[src/nspu_map.vh]
// Constants for the nibble stack pointer unit
`ifndef NSPU_MAP_VH
`define NSPU_MAP_VH

// ==========================================================
// Register addresses and reset values
`define NSPU_SP_LO_ADDR   12'hF80
`define NSPU_SP_HI_ADDR   12'hF81
`define NSPU_SP_RESET     8'h00
`define NSPU_STACK_BANK   4'h0

// ==========================================================
// Stack operation codes
`define NSPU_OP_PUSH_PAIR 4'h0
`define NSPU_OP_POP_PAIR  4'h1
`define NSPU_OP_PUSH_SB   4'h2
`define NSPU_OP_POP_SB    4'h3
`define NSPU_OP_CALL      4'h4
`define NSPU_OP_RET       4'h5
`define NSPU_OP_SKIP_RETURN      4'h6
`define NSPU_OP_INTR      4'h7
`define NSPU_OP_INTERRUPT_RETURN      4'h8

// ==========================================================
// Nibble counts and field positions
`define NSPU_PAIR_NIBS    3'd2
`define NSPU_FRAME_NIBS   3'd6
`define NSPU_FRAME_EMB    15
`define NSPU_FRAME_ERB    14
`define NSPU_PSW_EMB      1
`define NSPU_PSW_ERB      0

`endif

[src/nspu_bank.v]
// Memory and register bank selection state
`timescale 1ns/1ns
`default_nettype none

module nspu_bank (
  input  wire       clk_in,
  input  wire       nrst_in,
  input  wire       ce_in,
  input  wire       set_smb_in,
  input  wire       set_srb_in,
  input  wire [3:0] value_in,
  input  wire       set_flags_in,
  input  wire       emb_in,
  input  wire       erb_in,
  input  wire       load_sb_in,
  input  wire [7:0] sb_in,
  output reg  [3:0] smb_out,
  output reg  [1:0] srb_out,
  output reg        emb_out,
  output reg        erb_out,
  output reg  [1:0] rbank_out
);

  reg [1:0] srb_d;
  reg       erb_d;

  always @* begin
    erb_d = set_flags_in ? erb_in : erb_out;
    srb_d = srb_out;
    if (load_sb_in) begin
      srb_d = sb_in[1:0];
    end else if (set_srb_in && erb_out) begin
      srb_d = value_in[1:0];
    end
  end

  always @(posedge clk_in) begin
    if (!nrst_in) begin
      smb_out   <= 4'h0;
      srb_out   <= 2'b00;
      emb_out   <= 1'b0;
      erb_out   <= 1'b0;
      rbank_out <= 2'b00;
    end else if (ce_in) begin
      if (load_sb_in) begin
        smb_out <= sb_in[7:4];
      end else if (set_smb_in) begin
        smb_out <= value_in;
      end
      if (set_flags_in) begin
        emb_out <= emb_in;
      end
      srb_out   <= srb_d;
      erb_out   <= erb_d;
      // Bank 0 is forced while the enable flag is clear
      rbank_out <= erb_d ? srb_d : 2'b00;
    end
  end

endmodule
`default_nettype wire

[src/nspu_top.v]
// Nibble stack pointer unit: pointer, stack sequencer, bank state
`include "nspu_map.vh"
`timescale 1ns/1ns
`default_nettype none

module nspu_top (
  input  wire        CLK_IN,
  input  wire        NRST_IN,
  input  wire        CE_IN,
  input  wire        OP_VALID_IN,
  input  wire [3:0]  OP_IN,
  input  wire [7:0]  PAIR_DATA_IN,
  input  wire [12:0] PC_IN,
  input  wire [7:0]  PSW_IN,
  input  wire        SET_SMB_IN,
  input  wire        SET_SRB_IN,
  input  wire [3:0]  BANK_VALUE_IN,
  input  wire        SET_FLAGS_IN,
  input  wire        EMB_IN,
  input  wire        ERB_IN,
  input  wire [11:0] SFR_ADDR_IN,
  input  wire        SFR_RD_IN,
  input  wire        SFR_WR_IN,
  input  wire        SFR_WIDE_IN,
  input  wire [7:0]  SFR_WDATA_IN,
  input  wire [3:0]  MEM_RDATA_IN,
  output reg  [7:0]  SFR_RDATA_OUT,
  output reg  [11:0] MEM_ADDR_OUT,
  output reg         MEM_WE_OUT,
  output reg         MEM_RE_OUT,
  output reg  [3:0]  MEM_WDATA_OUT,
  output reg         BUSY_OUT,
  output reg         DONE_OUT,
  output reg         SKIP_OUT,
  output reg  [7:0]  POP_DATA_OUT,
  output reg  [12:0] PC_OUT,
  output reg  [7:0]  PSW_OUT,
  output wire [3:0]  SMB_OUT,
  output wire [1:0]  SRB_OUT,
  output wire        EMB_OUT,
  output wire        ERB_OUT,
  output wire [1:0]  RBANK_OUT
);
  // ========================================================
  // State and storage
  localparam [1:0] ST_IDLE   = 2'd0;
  localparam [1:0] ST_PUSH   = 2'd1;
  localparam [1:0] ST_POP    = 2'd2;
  localparam [1:0] ST_FINISH = 2'd3;
  reg  [1:0]  st_q, flags_q;
  reg  [7:0]  sp_q;
  reg  [3:0]  op_q;
  reg  [2:0]  nibs_q, idx_q, pend_idx_q, nibs_d;
  reg  [23:0] word_q, word_d;
  reg         pend_q, load_sb_q, load_flags_q, is_push_d;
  wire        start, sfr_lo, sfr_hi;
  // ========================================================
  // Helpers
  // Stack lives in bank 0 whatever the bank flags hold
  function [11:0] stack_addr;
    input [7:0] base;
    input [7:0] offs;
    begin
      stack_addr = {`NSPU_STACK_BANK, base + offs};
    end
  endfunction
  function is_sfr;
    input [11:0] addr;
    input [11:0] target;
    begin
      is_sfr = (addr == target);
    end
  endfunction
  assign start  = (st_q == ST_IDLE) && OP_VALID_IN;
  assign sfr_lo = is_sfr(SFR_ADDR_IN, `NSPU_SP_LO_ADDR);
  assign sfr_hi = is_sfr(SFR_ADDR_IN, `NSPU_SP_HI_ADDR);

  // ========================================================
  // Frame assembly; nibble 0 sits at the lowest address
  always @* begin
    word_d    = 24'h00_0000;
    nibs_d    = `NSPU_FRAME_NIBS;
    is_push_d = 1'b0;
    case (OP_IN)
      `NSPU_OP_PUSH_PAIR: begin
        word_d    = {16'h0000, PAIR_DATA_IN};
        nibs_d    = `NSPU_PAIR_NIBS;
        is_push_d = 1'b1;
      end
      `NSPU_OP_PUSH_SB: begin
        word_d    = {16'h0000, SMB_OUT, 2'b00, SRB_OUT};
        nibs_d    = `NSPU_PAIR_NIBS;
        is_push_d = 1'b1;
      end
      `NSPU_OP_CALL: begin
        word_d = {8'h00, EMB_OUT, ERB_OUT, 2'b00, PC_IN[11:0]};
        word_d[12] = PC_IN[12];
        is_push_d  = 1'b1;
      end
      `NSPU_OP_INTR: begin
        word_d    = {PSW_IN, 3'b000, PC_IN};
        is_push_d = 1'b1;
      end
      `NSPU_OP_POP_PAIR, `NSPU_OP_POP_SB: begin
        nibs_d = `NSPU_PAIR_NIBS;
      end
      default: nibs_d = `NSPU_FRAME_NIBS;
    endcase
  end
  // ========================================================
  // Sequencer and pointer
  // Stack operations move the pointer only in FINISH, so no partial value is ever seen
  always @(posedge CLK_IN) begin
    if (!NRST_IN) begin
      st_q          <= ST_IDLE;
      sp_q          <= `NSPU_SP_RESET;
      op_q          <= 4'h0;
      nibs_q        <= 3'd0;
      idx_q         <= 3'd0;
      word_q        <= 24'h00_0000;
      pend_q        <= 1'b0;
      pend_idx_q    <= 3'd0;
      load_sb_q     <= 1'b0;
      load_flags_q  <= 1'b0;
      flags_q       <= 2'b00;
      SFR_RDATA_OUT <= 8'h00;
      MEM_ADDR_OUT  <= 12'h000;
      MEM_WE_OUT    <= 1'b0;
      MEM_RE_OUT    <= 1'b0;
      MEM_WDATA_OUT <= 4'h0;
      BUSY_OUT      <= 1'b0;
      DONE_OUT      <= 1'b0;
      SKIP_OUT      <= 1'b0;
      POP_DATA_OUT  <= 8'h00;
      PC_OUT        <= 13'h0000;
      PSW_OUT       <= 8'h00;
    end else if (CE_IN) begin
      DONE_OUT     <= 1'b0;
      SKIP_OUT     <= 1'b0;
      load_sb_q    <= 1'b0;
      load_flags_q <= 1'b0;
      MEM_WE_OUT   <= 1'b0;
      MEM_RE_OUT   <= 1'b0;
      pend_q       <= 1'b0;
      if (SFR_RD_IN) begin
        // Narrow reads return the addressed nibble in bits 3:0
        if (sfr_lo) begin
          SFR_RDATA_OUT <= SFR_WIDE_IN ? sp_q : {4'h0, sp_q[3:0]};
        end else if (sfr_hi) begin
          SFR_RDATA_OUT <= {4'h0, sp_q[7:4]};
        end else begin
          SFR_RDATA_OUT <= 8'h00;
        end
      end
      // Software writes land only between stack operations
      if (SFR_WR_IN && st_q == ST_IDLE && !OP_VALID_IN) begin
        if (sfr_lo && SFR_WIDE_IN) begin
          sp_q <= {SFR_WDATA_IN[7:1], 1'b0};
        end else if (sfr_lo) begin
          sp_q[3:0] <= {SFR_WDATA_IN[3:1], 1'b0};
        end else if (sfr_hi) begin
          sp_q[7:4] <= SFR_WDATA_IN[3:0];
        end
      end
      case (st_q)
        ST_IDLE: begin
          if (start) begin
            op_q     <= OP_IN;
            nibs_q   <= nibs_d;
            word_q   <= word_d;
            BUSY_OUT <= 1'b1;
            if (is_push_d) begin
              // Highest nibble first, at pointer minus one
              idx_q <= nibs_d - 3'd1;
              st_q  <= ST_PUSH;
            end else begin
              idx_q <= 3'd0;
              st_q  <= ST_POP;
            end
          end
        end
        ST_PUSH: begin
          MEM_WE_OUT    <= 1'b1;
          MEM_ADDR_OUT  <= stack_addr(sp_q, {5'h00, idx_q}
                                      - {5'h00, nibs_q});
          MEM_WDATA_OUT <= word_q[idx_q*4 +: 4];
          if (idx_q == 3'd0) begin
            st_q <= ST_FINISH;
          end else begin
            idx_q <= idx_q - 3'd1;
          end
        end
        ST_POP: begin
          // Memory read data is expected in the cycle the address is shown
          if (idx_q != nibs_q) begin
            MEM_RE_OUT   <= 1'b1;
            MEM_ADDR_OUT <= stack_addr(sp_q, {5'h00, idx_q});
            pend_q       <= 1'b1;
            pend_idx_q   <= idx_q;
            idx_q        <= idx_q + 3'd1;
          end
          if (pend_q) begin
            word_q[pend_idx_q*4 +: 4] <= MEM_RDATA_IN;
            if (pend_idx_q == nibs_q - 3'd1) begin
              st_q <= ST_FINISH;
            end
          end
        end
        ST_FINISH: begin
          st_q     <= ST_IDLE;
          BUSY_OUT <= 1'b0;
          DONE_OUT <= 1'b1;
          case (op_q)
            `NSPU_OP_PUSH_PAIR, `NSPU_OP_PUSH_SB,
            `NSPU_OP_CALL, `NSPU_OP_INTR: begin
              sp_q <= sp_q - {5'h00, nibs_q};
            end
            default: begin
              sp_q <= sp_q + {5'h00, nibs_q};
            end
          endcase
          case (op_q)
            `NSPU_OP_POP_PAIR: begin
              POP_DATA_OUT <= word_q[7:0];
            end
            `NSPU_OP_POP_SB: begin
              load_sb_q <= 1'b1;
            end
            `NSPU_OP_RET, `NSPU_OP_SKIP_RETURN: begin
              PC_OUT       <= word_q[12:0];
              flags_q      <= {word_q[`NSPU_FRAME_EMB],
                               word_q[`NSPU_FRAME_ERB]};
              load_flags_q <= 1'b1;
              SKIP_OUT     <= (op_q == `NSPU_OP_SKIP_RETURN);
            end
            `NSPU_OP_INTERRUPT_RETURN: begin
              PC_OUT       <= word_q[12:0];
              PSW_OUT      <= word_q[23:16];
              flags_q      <= {word_q[16 + `NSPU_PSW_EMB],
                               word_q[16 + `NSPU_PSW_ERB]};
              load_flags_q <= 1'b1;
            end
            default: load_sb_q <= 1'b0;
          endcase
        end
        default: begin
          st_q <= ST_IDLE;
        end
      endcase
    end
  end
  // ========================================================
  // Bank selection
  // Restored flags land one cycle after DONE_OUT
  nspu_bank u_bank (
    .clk_in       (CLK_IN),
    .nrst_in      (NRST_IN),
    .ce_in        (CE_IN),
    .set_smb_in   (SET_SMB_IN),
    .set_srb_in   (SET_SRB_IN),
    .value_in     (BANK_VALUE_IN),
    .set_flags_in (SET_FLAGS_IN | load_flags_q),
    .emb_in       (load_flags_q ? flags_q[1] : EMB_IN),
    .erb_in       (load_flags_q ? flags_q[0] : ERB_IN),
    .load_sb_in   (load_sb_q),
    .sb_in        (word_q[7:0]),
    .smb_out      (SMB_OUT),
    .srb_out      (SRB_OUT),
    .emb_out      (EMB_OUT),
    .erb_out      (ERB_OUT),
    .rbank_out    (RBANK_OUT)
  );

endmodule
`default_nettype wire

[config.mk]
export PLATFORM = sky130hd
export DESIGN_NAME = nspu_top
export DESIGN_NICKNAME = d
export VERILOG_FILES = /design/src/nspu_bank.v /design/src/nspu_top.v
export VERILOG_INCLUDE_DIRS = /design/src
export SDC_FILE = /design/constraint.sdc
export NUM_CORES = 1
export LEC_CHECK = 0
export ABC_AREA = 0
export BUFFER_PORTS_ARGS = -buffer_cell sky130_fd_sc_hd__buf_2
export CORE_ASPECT_RATIO = 1.4
export CORE_UTILIZATION = 44
export DETAILED_ROUTE_END_ITERATION = 10
export PLACE_DENSITY = 0.67
export SLEW_MARGIN = 5
export SYNTH_ARGS = -nofsm -noshare
export SYNTH_HDL_FRONTEND = slang
export SYNTH_SLANG_ARGS = --single-unit
[constraint.sdc]
create_clock -name CLK_IN -period 4.9 [get_ports CLK_IN]
set_input_delay 0.245 -clock CLK_IN [delete_from_list [all_inputs] [get_ports CLK_IN]]
set_output_delay 0.245 -clock CLK_IN [all_outputs]
set_load 0.01 [all_outputs]
==> results.cfg, run 1 <==
[worst_setup_path]
critical_path_peak_fanout = 25
worst_ep_required_time_ns = 5.16
worst-r2r-cell-count = 11
r2r-start = st_q[0]
critical_path_class = reg -> reg
timing.reg2reg.setup_slack_ns = 1.53
setup.worst_path.end_class = register
rr_endpoint = MEM_ADDR_OUT[7]
startpoint_class = register
crit_arrival_ns = 3.63

[sta]
final_worst_setup_slack_ns = 1.53
worst_slew_pin_slew_ns = 1.19
slew_viol_final = 0
finalHoldViolations = 0
fmaxAchievable_mhz = 297
grt_setup_unrepaired = false
worst_slew_margin_relative_to_its_limit_pct = 20.5
timing.final.crit_share_pct = 68.8
timing.setup.tns_ns = 0
finalSetupViolations = 0
finalWorstPathRequiredPeriod_ns = 3.37
fin_skew_ns = 0.00604

[clocking]
postCtsSetupBuffers = 0
ctsResizeCount = 0
clk_sinks = 113
cts-buffers-inserted = 17
clkLatencyLatePin_ns = 0.41
cts_tree = built
clock_tree.buffer_depth = 2
clkSlewWorstSetupHoldPaths_ns = 0.06
cts_root_buf = sky130_fd_sc_hd__clkbuf_16
h-tree-depth = 4
cts_hold_buffers = 0

[yosys]
yosysSeqAreaShare_pct = 35.9
post-synth-top-count-cell = sky130_fd_sc_hd__dfxtp_1
syn-mean-instance-area_um2 = 9.06
number_of_synthesized_flops_with_an_enable_pin = 0
asyncSetResetFlopFracSynth_pct = 0
post-synth-top-area-cell = sky130_fd_sc_hd__dfxtp_1
yosys-top-cells-count = sky130_fd_sc_hd__dfxtp_1, sky130_fd_sc_hd__nand2_1, sky130_fd_sc_hd__mux2i_1, sky130_fd_sc_hd__nor2b_1, sky130_fd_sc_hd__a21oi_1
synth-main-ff-cell = sky130_fd_sc_hd__dfxtp_1
netlist_instances = 695
synth.distinct_cells = 69
ys_seq_elements = 113
synth.top_cells.by_area = sky130_fd_sc_hd__dfxtp_1, sky130_fd_sc_hd__mux2i_1, sky130_fd_sc_hd__ha_1, sky130_fd_sc_hd__nor2b_1, sky130_fd_sc_hd__nand2_1
syn-cell-area_mm2 = 0.00630
synth_top_area_share_pct = 35.9
ys.warnings.count = 0

[flow_run]
maxCapViolCount = 0

[layout]
area.growth.synth_to_final_pct = 20.9
n_fill_cell = 1324
footprint_of_the_flip_flops_and_latches_mm2 = 0.00226
nets = 913
multi_input_logic_area_mm2 = 0.00378
stdcell_count = 1011
layout-drive-gt1-share_pct = 23.6
insertedDiodeCount = 0

[floorplan]
num_rows = 51
placeableCoreArea_mm2 = 0.0139
die_width_um = 103
die_y_um = 144
starting_utilization_of_the_core_area_pct = 45.3
dieArea_mm2 = 0.0148
num_io_pins = 141

[place]
place.detailed.hpwl_um = 12700
preCtsSetupSlack_ns = 1.58
number_of_placed_cells_counting_well_taps = 979
routabilityCongestion = 0.915
port-buffer-count = 136

[global_routing]
global_route.usage.total_pct = 24.1
wire_length_of_the_first_global_routing_pass_um = 27200
via_count_of_the_first_global_routing_pass = 5530
grt_antenna_before_repair = 0
global_route.overflow_total = 0
grt_max_degree = 76

[drt]
detail_route.vias_per_cell = 5.59
dr.pass1.iters = 5
drt_drc_violations_left = 0
final_antenna_net_count = 0
drtIter0Drc = 333
wl_per_cell_um = 17.0
wirelength_um = 17200
vias = 5655

[power_and_ir_drop]
power.ir.vdd_worst_uv = 211
total_power_uw = 2750
power_leakage_uw = 0.00328
power.density_mw_per_mm2 = 362

[hold_path]
min_delay_worst_endpoint = op_q[3]
min_path_type = in -> reg
whs_path_depth = 3
min_from = OP_IN[3]

[status]
status = finished, final reports clean
[layout by cell type (no fill, tap or decap), types with 9 or more instances in the layout]
cell / n
sky130_fd_sc_hd__mux2_2: 9
sky130_fd_sc_hd__o21a_1: 12
sky130_fd_sc_hd__dfxtp_1: 113
sky130_fd_sc_hd__a21boi_0: 16
sky130_fd_sc_hd__nand2_1: 68
sky130_fd_sc_hd__clkbuf_16: 17
sky130_fd_sc_hd__mux2i_1: 57
sky130_fd_sc_hd__nor2_1: 35
sky130_fd_sc_hd__buf_2: 136
sky130_fd_sc_hd__a22oi_1: 12
sky130_fd_sc_hd__nor2b_1: 48
sky130_fd_sc_hd__a21oi_1: 43
sky130_fd_sc_hd__nor3_1: 14
sky130_fd_sc_hd__ha_1: 25
sky130_fd_sc_hd__o21ai_0: 32
sky130_fd_sc_hd__inv_1: 20
sky130_fd_sc_hd__o211a_1: 22
[per-stage QoR]
stage	hold slack, ns	cell area, um2	utilization [%]
floorplan	0.390	6310	-
CTS	0.150	7610	54.7
finish	0.157	7610	54.7
detailed placement	0.460	7040	50.6
global placement	0.446	7040	50.6
global route	0.165	7610	54.7
[metal layers]
| layer | vias up | wire length (um) | global-route usage, % |
|---|---|---|---|
| li1 | 2746 | - | - |
| met1 | 2687 | 6760 | 26.6 |
| met2 | 187 | 9050 | 44.1 |
| met3 | 35 | 852 | 4.86 |
| met4 | 0 | 497 | 10.2 |
| met5 | - | 0 | 0 |
[final cells by class]
class | instances | area share, %
tap | 185 | 3.04
clock inverter | 14 | 1.76
inverter | 21 | 1.04
sequential | 113 | 29.7
clock buffer | 18 | 5.77
multi-input combinational | 523 | 49.6
timing repair buffer | 137 | 9.04
[worst max-delay path by stage]
stage                  start              end  slack, ns
CTS                  st_q[0]  MEM_ADDR_OUT[7]       1.54
floorplan           idx_q[1]  MEM_ADDR_OUT[7]       2.05
finish               st_q[0]  MEM_ADDR_OUT[7]       1.53
global route         st_q[0]  MEM_ADDR_OUT[7]       1.24
global placement     st_q[0]  MEM_ADDR_OUT[7]       1.72
detailed placement   st_q[0]  MEM_ADDR_OUT[7]       1.58
[flip-flops by register name, summed over array words and instances, names as in the netlist, 2 cells and up]
register and cells:
word_q 24, idx_q 3, MEM_ADDR_OUT 8, op_q 4, PC_OUT 13, PSW_OUT 8, u_bank.smb_out 4, st_q 2
u_bank.srb_out 2, POP_DATA_OUT 8, pend_idx_q 3, MEM_WDATA_OUT 4, flags_q 2, SFR_RDATA_OUT 8, sp_q 7, nibs_q 2
u_bank.rbank_out 2
[critical path, cell delays in order (launching register included)]
cell and delay [ns]:
sky130_fd_sc_hd__dfxtp_1 0.34, sky130_fd_sc_hd__inv_1 0.12, sky130_fd_sc_hd__ha_1 0.72, sky130_fd_sc_hd__clkinv_1 0.52
sky130_fd_sc_hd__mux2i_1 0.27, sky130_fd_sc_hd__ha_1 0.28, sky130_fd_sc_hd__a21oi_1 0.25, sky130_fd_sc_hd__o211ai_1 0.18
sky130_fd_sc_hd__o21a_1 0.21, sky130_fd_sc_hd__nor2_1 0.12, sky130_fd_sc_hd__xnor2_1 0.13, sky130_fd_sc_hd__a21oi_1 0.08
[kinds of logic (layout without fill, tap and decap cells)]
logic type / Yosys count / in the layout / share of synthesized area [%]
buffers and inverters: 62 / 190 / 4.27
xor gates and xnor gates: 14 / 14 / 1.95
and+or+nand+nor: 229 / 229 / 20.0
AOI/OAI and AO/OA: 178 / 178 / 19.9
DFF: 113 / 113 / 35.9
adders and majority gates: 27 / 27 / 5.60
muxes: 71 / 71 / 12.3
other: 1 / 4 / 0.0596
[where the power goes]
part	switching, uW	internal (uW)	leakage, uW
sequential	91.2	983	0.000917
combinational	286	215	0.00210
clock	463	716	0.000266
total	840	1910	0.00328
No activity file was read; power rests on OpenSTA's default activity.
==> run 2, diff against run 1 <==
==> constraint.sdc (replaced) <==
create_clock -name CLK_IN -period 3.3 [get_ports CLK_IN]
set_input_delay 0.165 -clock CLK_IN [delete_from_list [all_inputs] [get_ports CLK_IN]]
set_output_delay 0.165 -clock CLK_IN [all_outputs]
set_load 0.01 [all_outputs]
==> run 2 against run 1 <==
- setup slack got worse by 0.97 ns
- core utilization increased by 0.22 points
- die area unchanged
- clock power increased by 47%
- largest power group unchanged
- highest routed layer unchanged
==> results.cfg, run 2 (synthesized netlist as in run 1, its figures left out) <==
[status]
status = finished, final reports clean

[floorplan]
num_io_pins = 141
placeableCoreArea_mm2 = 0.0139
num_rows = 51
starting_utilization_of_the_core_area_pct = 45.3
die_width_um = 103
die_y_um = 144
dieArea_mm2 = 0.0148

[layout]
insertedDiodeCount = 0
largest_register_ff_count = 24
largest_registers_in_the_final_layout = word_q: 24 flops, PC_OUT: 13 flops
layout.cells.most_common_list = sky130_fd_sc_hd__buf_2, sky130_fd_sc_hd__dfxtp_1, sky130_fd_sc_hd__nand2_1
n_fill_cell = 1335
area.growth.synth_to_final_pct = 21.4
nets = 918
mostFrequentLayoutCell = sky130_fd_sc_hd__buf_2
largest-register = word_q
layout-drive-gt1-share_pct = 24.1

[sta]
final_worst_setup_slack_ns = 0.563
finalWorstPathRequiredPeriod_ns = 2.74
finalHoldViolations = 0
fmaxAchievable_mhz = 365
timing.setup.tns_ns = 0
timing.final.crit_share_pct = 82.9
fin_skew_ns = 0.00633
worst_slew_margin_relative_to_its_limit_pct = 48.7
slew_viol_final = 0
worst_slew_pin_slew_ns = 0.766
finalSetupViolations = 0
grt_setup_unrepaired = false

[hold_path]
whs_path_depth = 3
min_path_type = in -> reg

[clocking]
cts_root_buf = sky130_fd_sc_hd__clkbuf_16
cts_tree = built
cts_hold_buffers = 0
clkSlewWorstSetupHoldPaths_ns = 0.05
ctsResizeCount = 0
postCtsSetupBuffers = 0
clkLatencyLatePin_ns = 0.42
cts-buffers-inserted = 17
h-tree-depth = 4
clock_tree.buffer_depth = 2
clk_sinks = 113

[worst_setup_path]
path_common_cell = sky130_fd_sc_hd__o21a_1
worst-r2r-cell-count = 11
worst_ep_required_time_ns = 3.63
highest_delay_cell_along_the_critical_path = sky130_fd_sc_hd__dfxtp_1
startpoint_class = register
crit_arrival_ns = 3.06
critical_path_class = reg -> reg
critical_path_peak_fanout = 6
crit_chain = nand2_1 -> xnor2_1 -> nor2_1 -> or2_2 -> ha_1 -> o21ai_0 -> a21oi_1 -> o21a_1 -> o21a_1 -> o21a_1 -> o32ai_2
crit_path_max_incr_delay_ns = 0.47
setup.worst_path.end_class = register

[global_routing]
wire_length_of_the_first_global_routing_pass_um = 27400
via_count_of_the_first_global_routing_pass = 5424
global_route.usage.total_pct = 24.4
grt_antenna_before_repair = 0
grt_max_degree = 44
global_route.overflow_total = 0

[drt]
drtIter0Drc = 231
final_antenna_net_count = 0
wirelength_um = 17400
wl_per_cell_um = 17.1
detail_route.vias_per_cell = 5.54
drt_drc_violations_left = 0
dr.pass1.iters = 5
vias = 5630

[power_and_ir_drop]
power.density_mw_per_mm2 = 533
power.ir.vdd_worst_uv = 366
power_leakage_uw = 0.00331

[place]
place.detailed.hpwl_um = 13100
port-buffer-count = 136
routabilityCongestion = 0.874
preCtsSetupSlack_ns = 0.597

[flow_run]
maxCapViolCount = 0
run 2: changes by cell type in the layout (fill, tap and decap cells not counted), sizes merged:
cell,change
clkinvlp,-2
clkinv,+6
inv,-3
buf,+5
clkbuf,-1
run 2: worst paths after layout:
path	end	slack (ns)	startpoint
hold / removal	op_q[3]	0.07	OP_IN[3]
setup / recovery	sp_q[6]	0.56	op_q[1]
setup reg to reg	sp_q[6]	0.56	op_q[1]
hold reg to reg	SFR_RDATA_OUT[4]	0.46	SFR_RDATA_OUT[4]
run 2: power breakdown:
group          internal (uW)  switching (uW)
clock network           1040             694
logic                    324             433
registers               1460             126
run 2: metal layers:
layer / GRT usage (%) / wire (um)
met5: 0 / 0
met4: 12.3 / 654
met2: 42.6 / 8930
met1: 27.6 / 6810
met3: 5.40 / 998
run 2: cell type report:
type	count	area (um2)	area share (%)
inverters	21	78.8	1.03
clock inverters	15	141	1.85
repair buffers	142	726	9.50
well taps	185	231	3.03
flip-flops and latches	113	2260	29.6
clock buffers	17	425	5.57
multi-input cells	523	3780	49.4
run 2: metrics by stage:
stage / total power [uW] / instance area [um2] / cells / hold slack [ns] / util (%)
finish: 4080 / 7640 / 1016 / 0.0667 / 54.9
global route: 4260 / 7640 / 1016 / 0.0801 / 54.9
CTS: 4100 / 7640 / 1016 / 0.0573 / 54.9
detailed placement: 2370 / 7070 / 984 / 0.455 / 50.9
global placement: 2340 / 7070 / 984 / 0.447 / 50.9
floorplan: 2110 / 6310 / 698 / 0.310 / -
run 2: worst max-delay path, delay by kind of cell (launching register included):
| family | cells | cell delay, ns |
|---|---|---|
| fa+ha+maj | 1 | 0.35 |
| simple gates | 3 | 0.59 |
| compound gates | 6 | 1.08 |
| xor+xnor | 1 | 0.15 |
| flops | 1 | 0.47 |
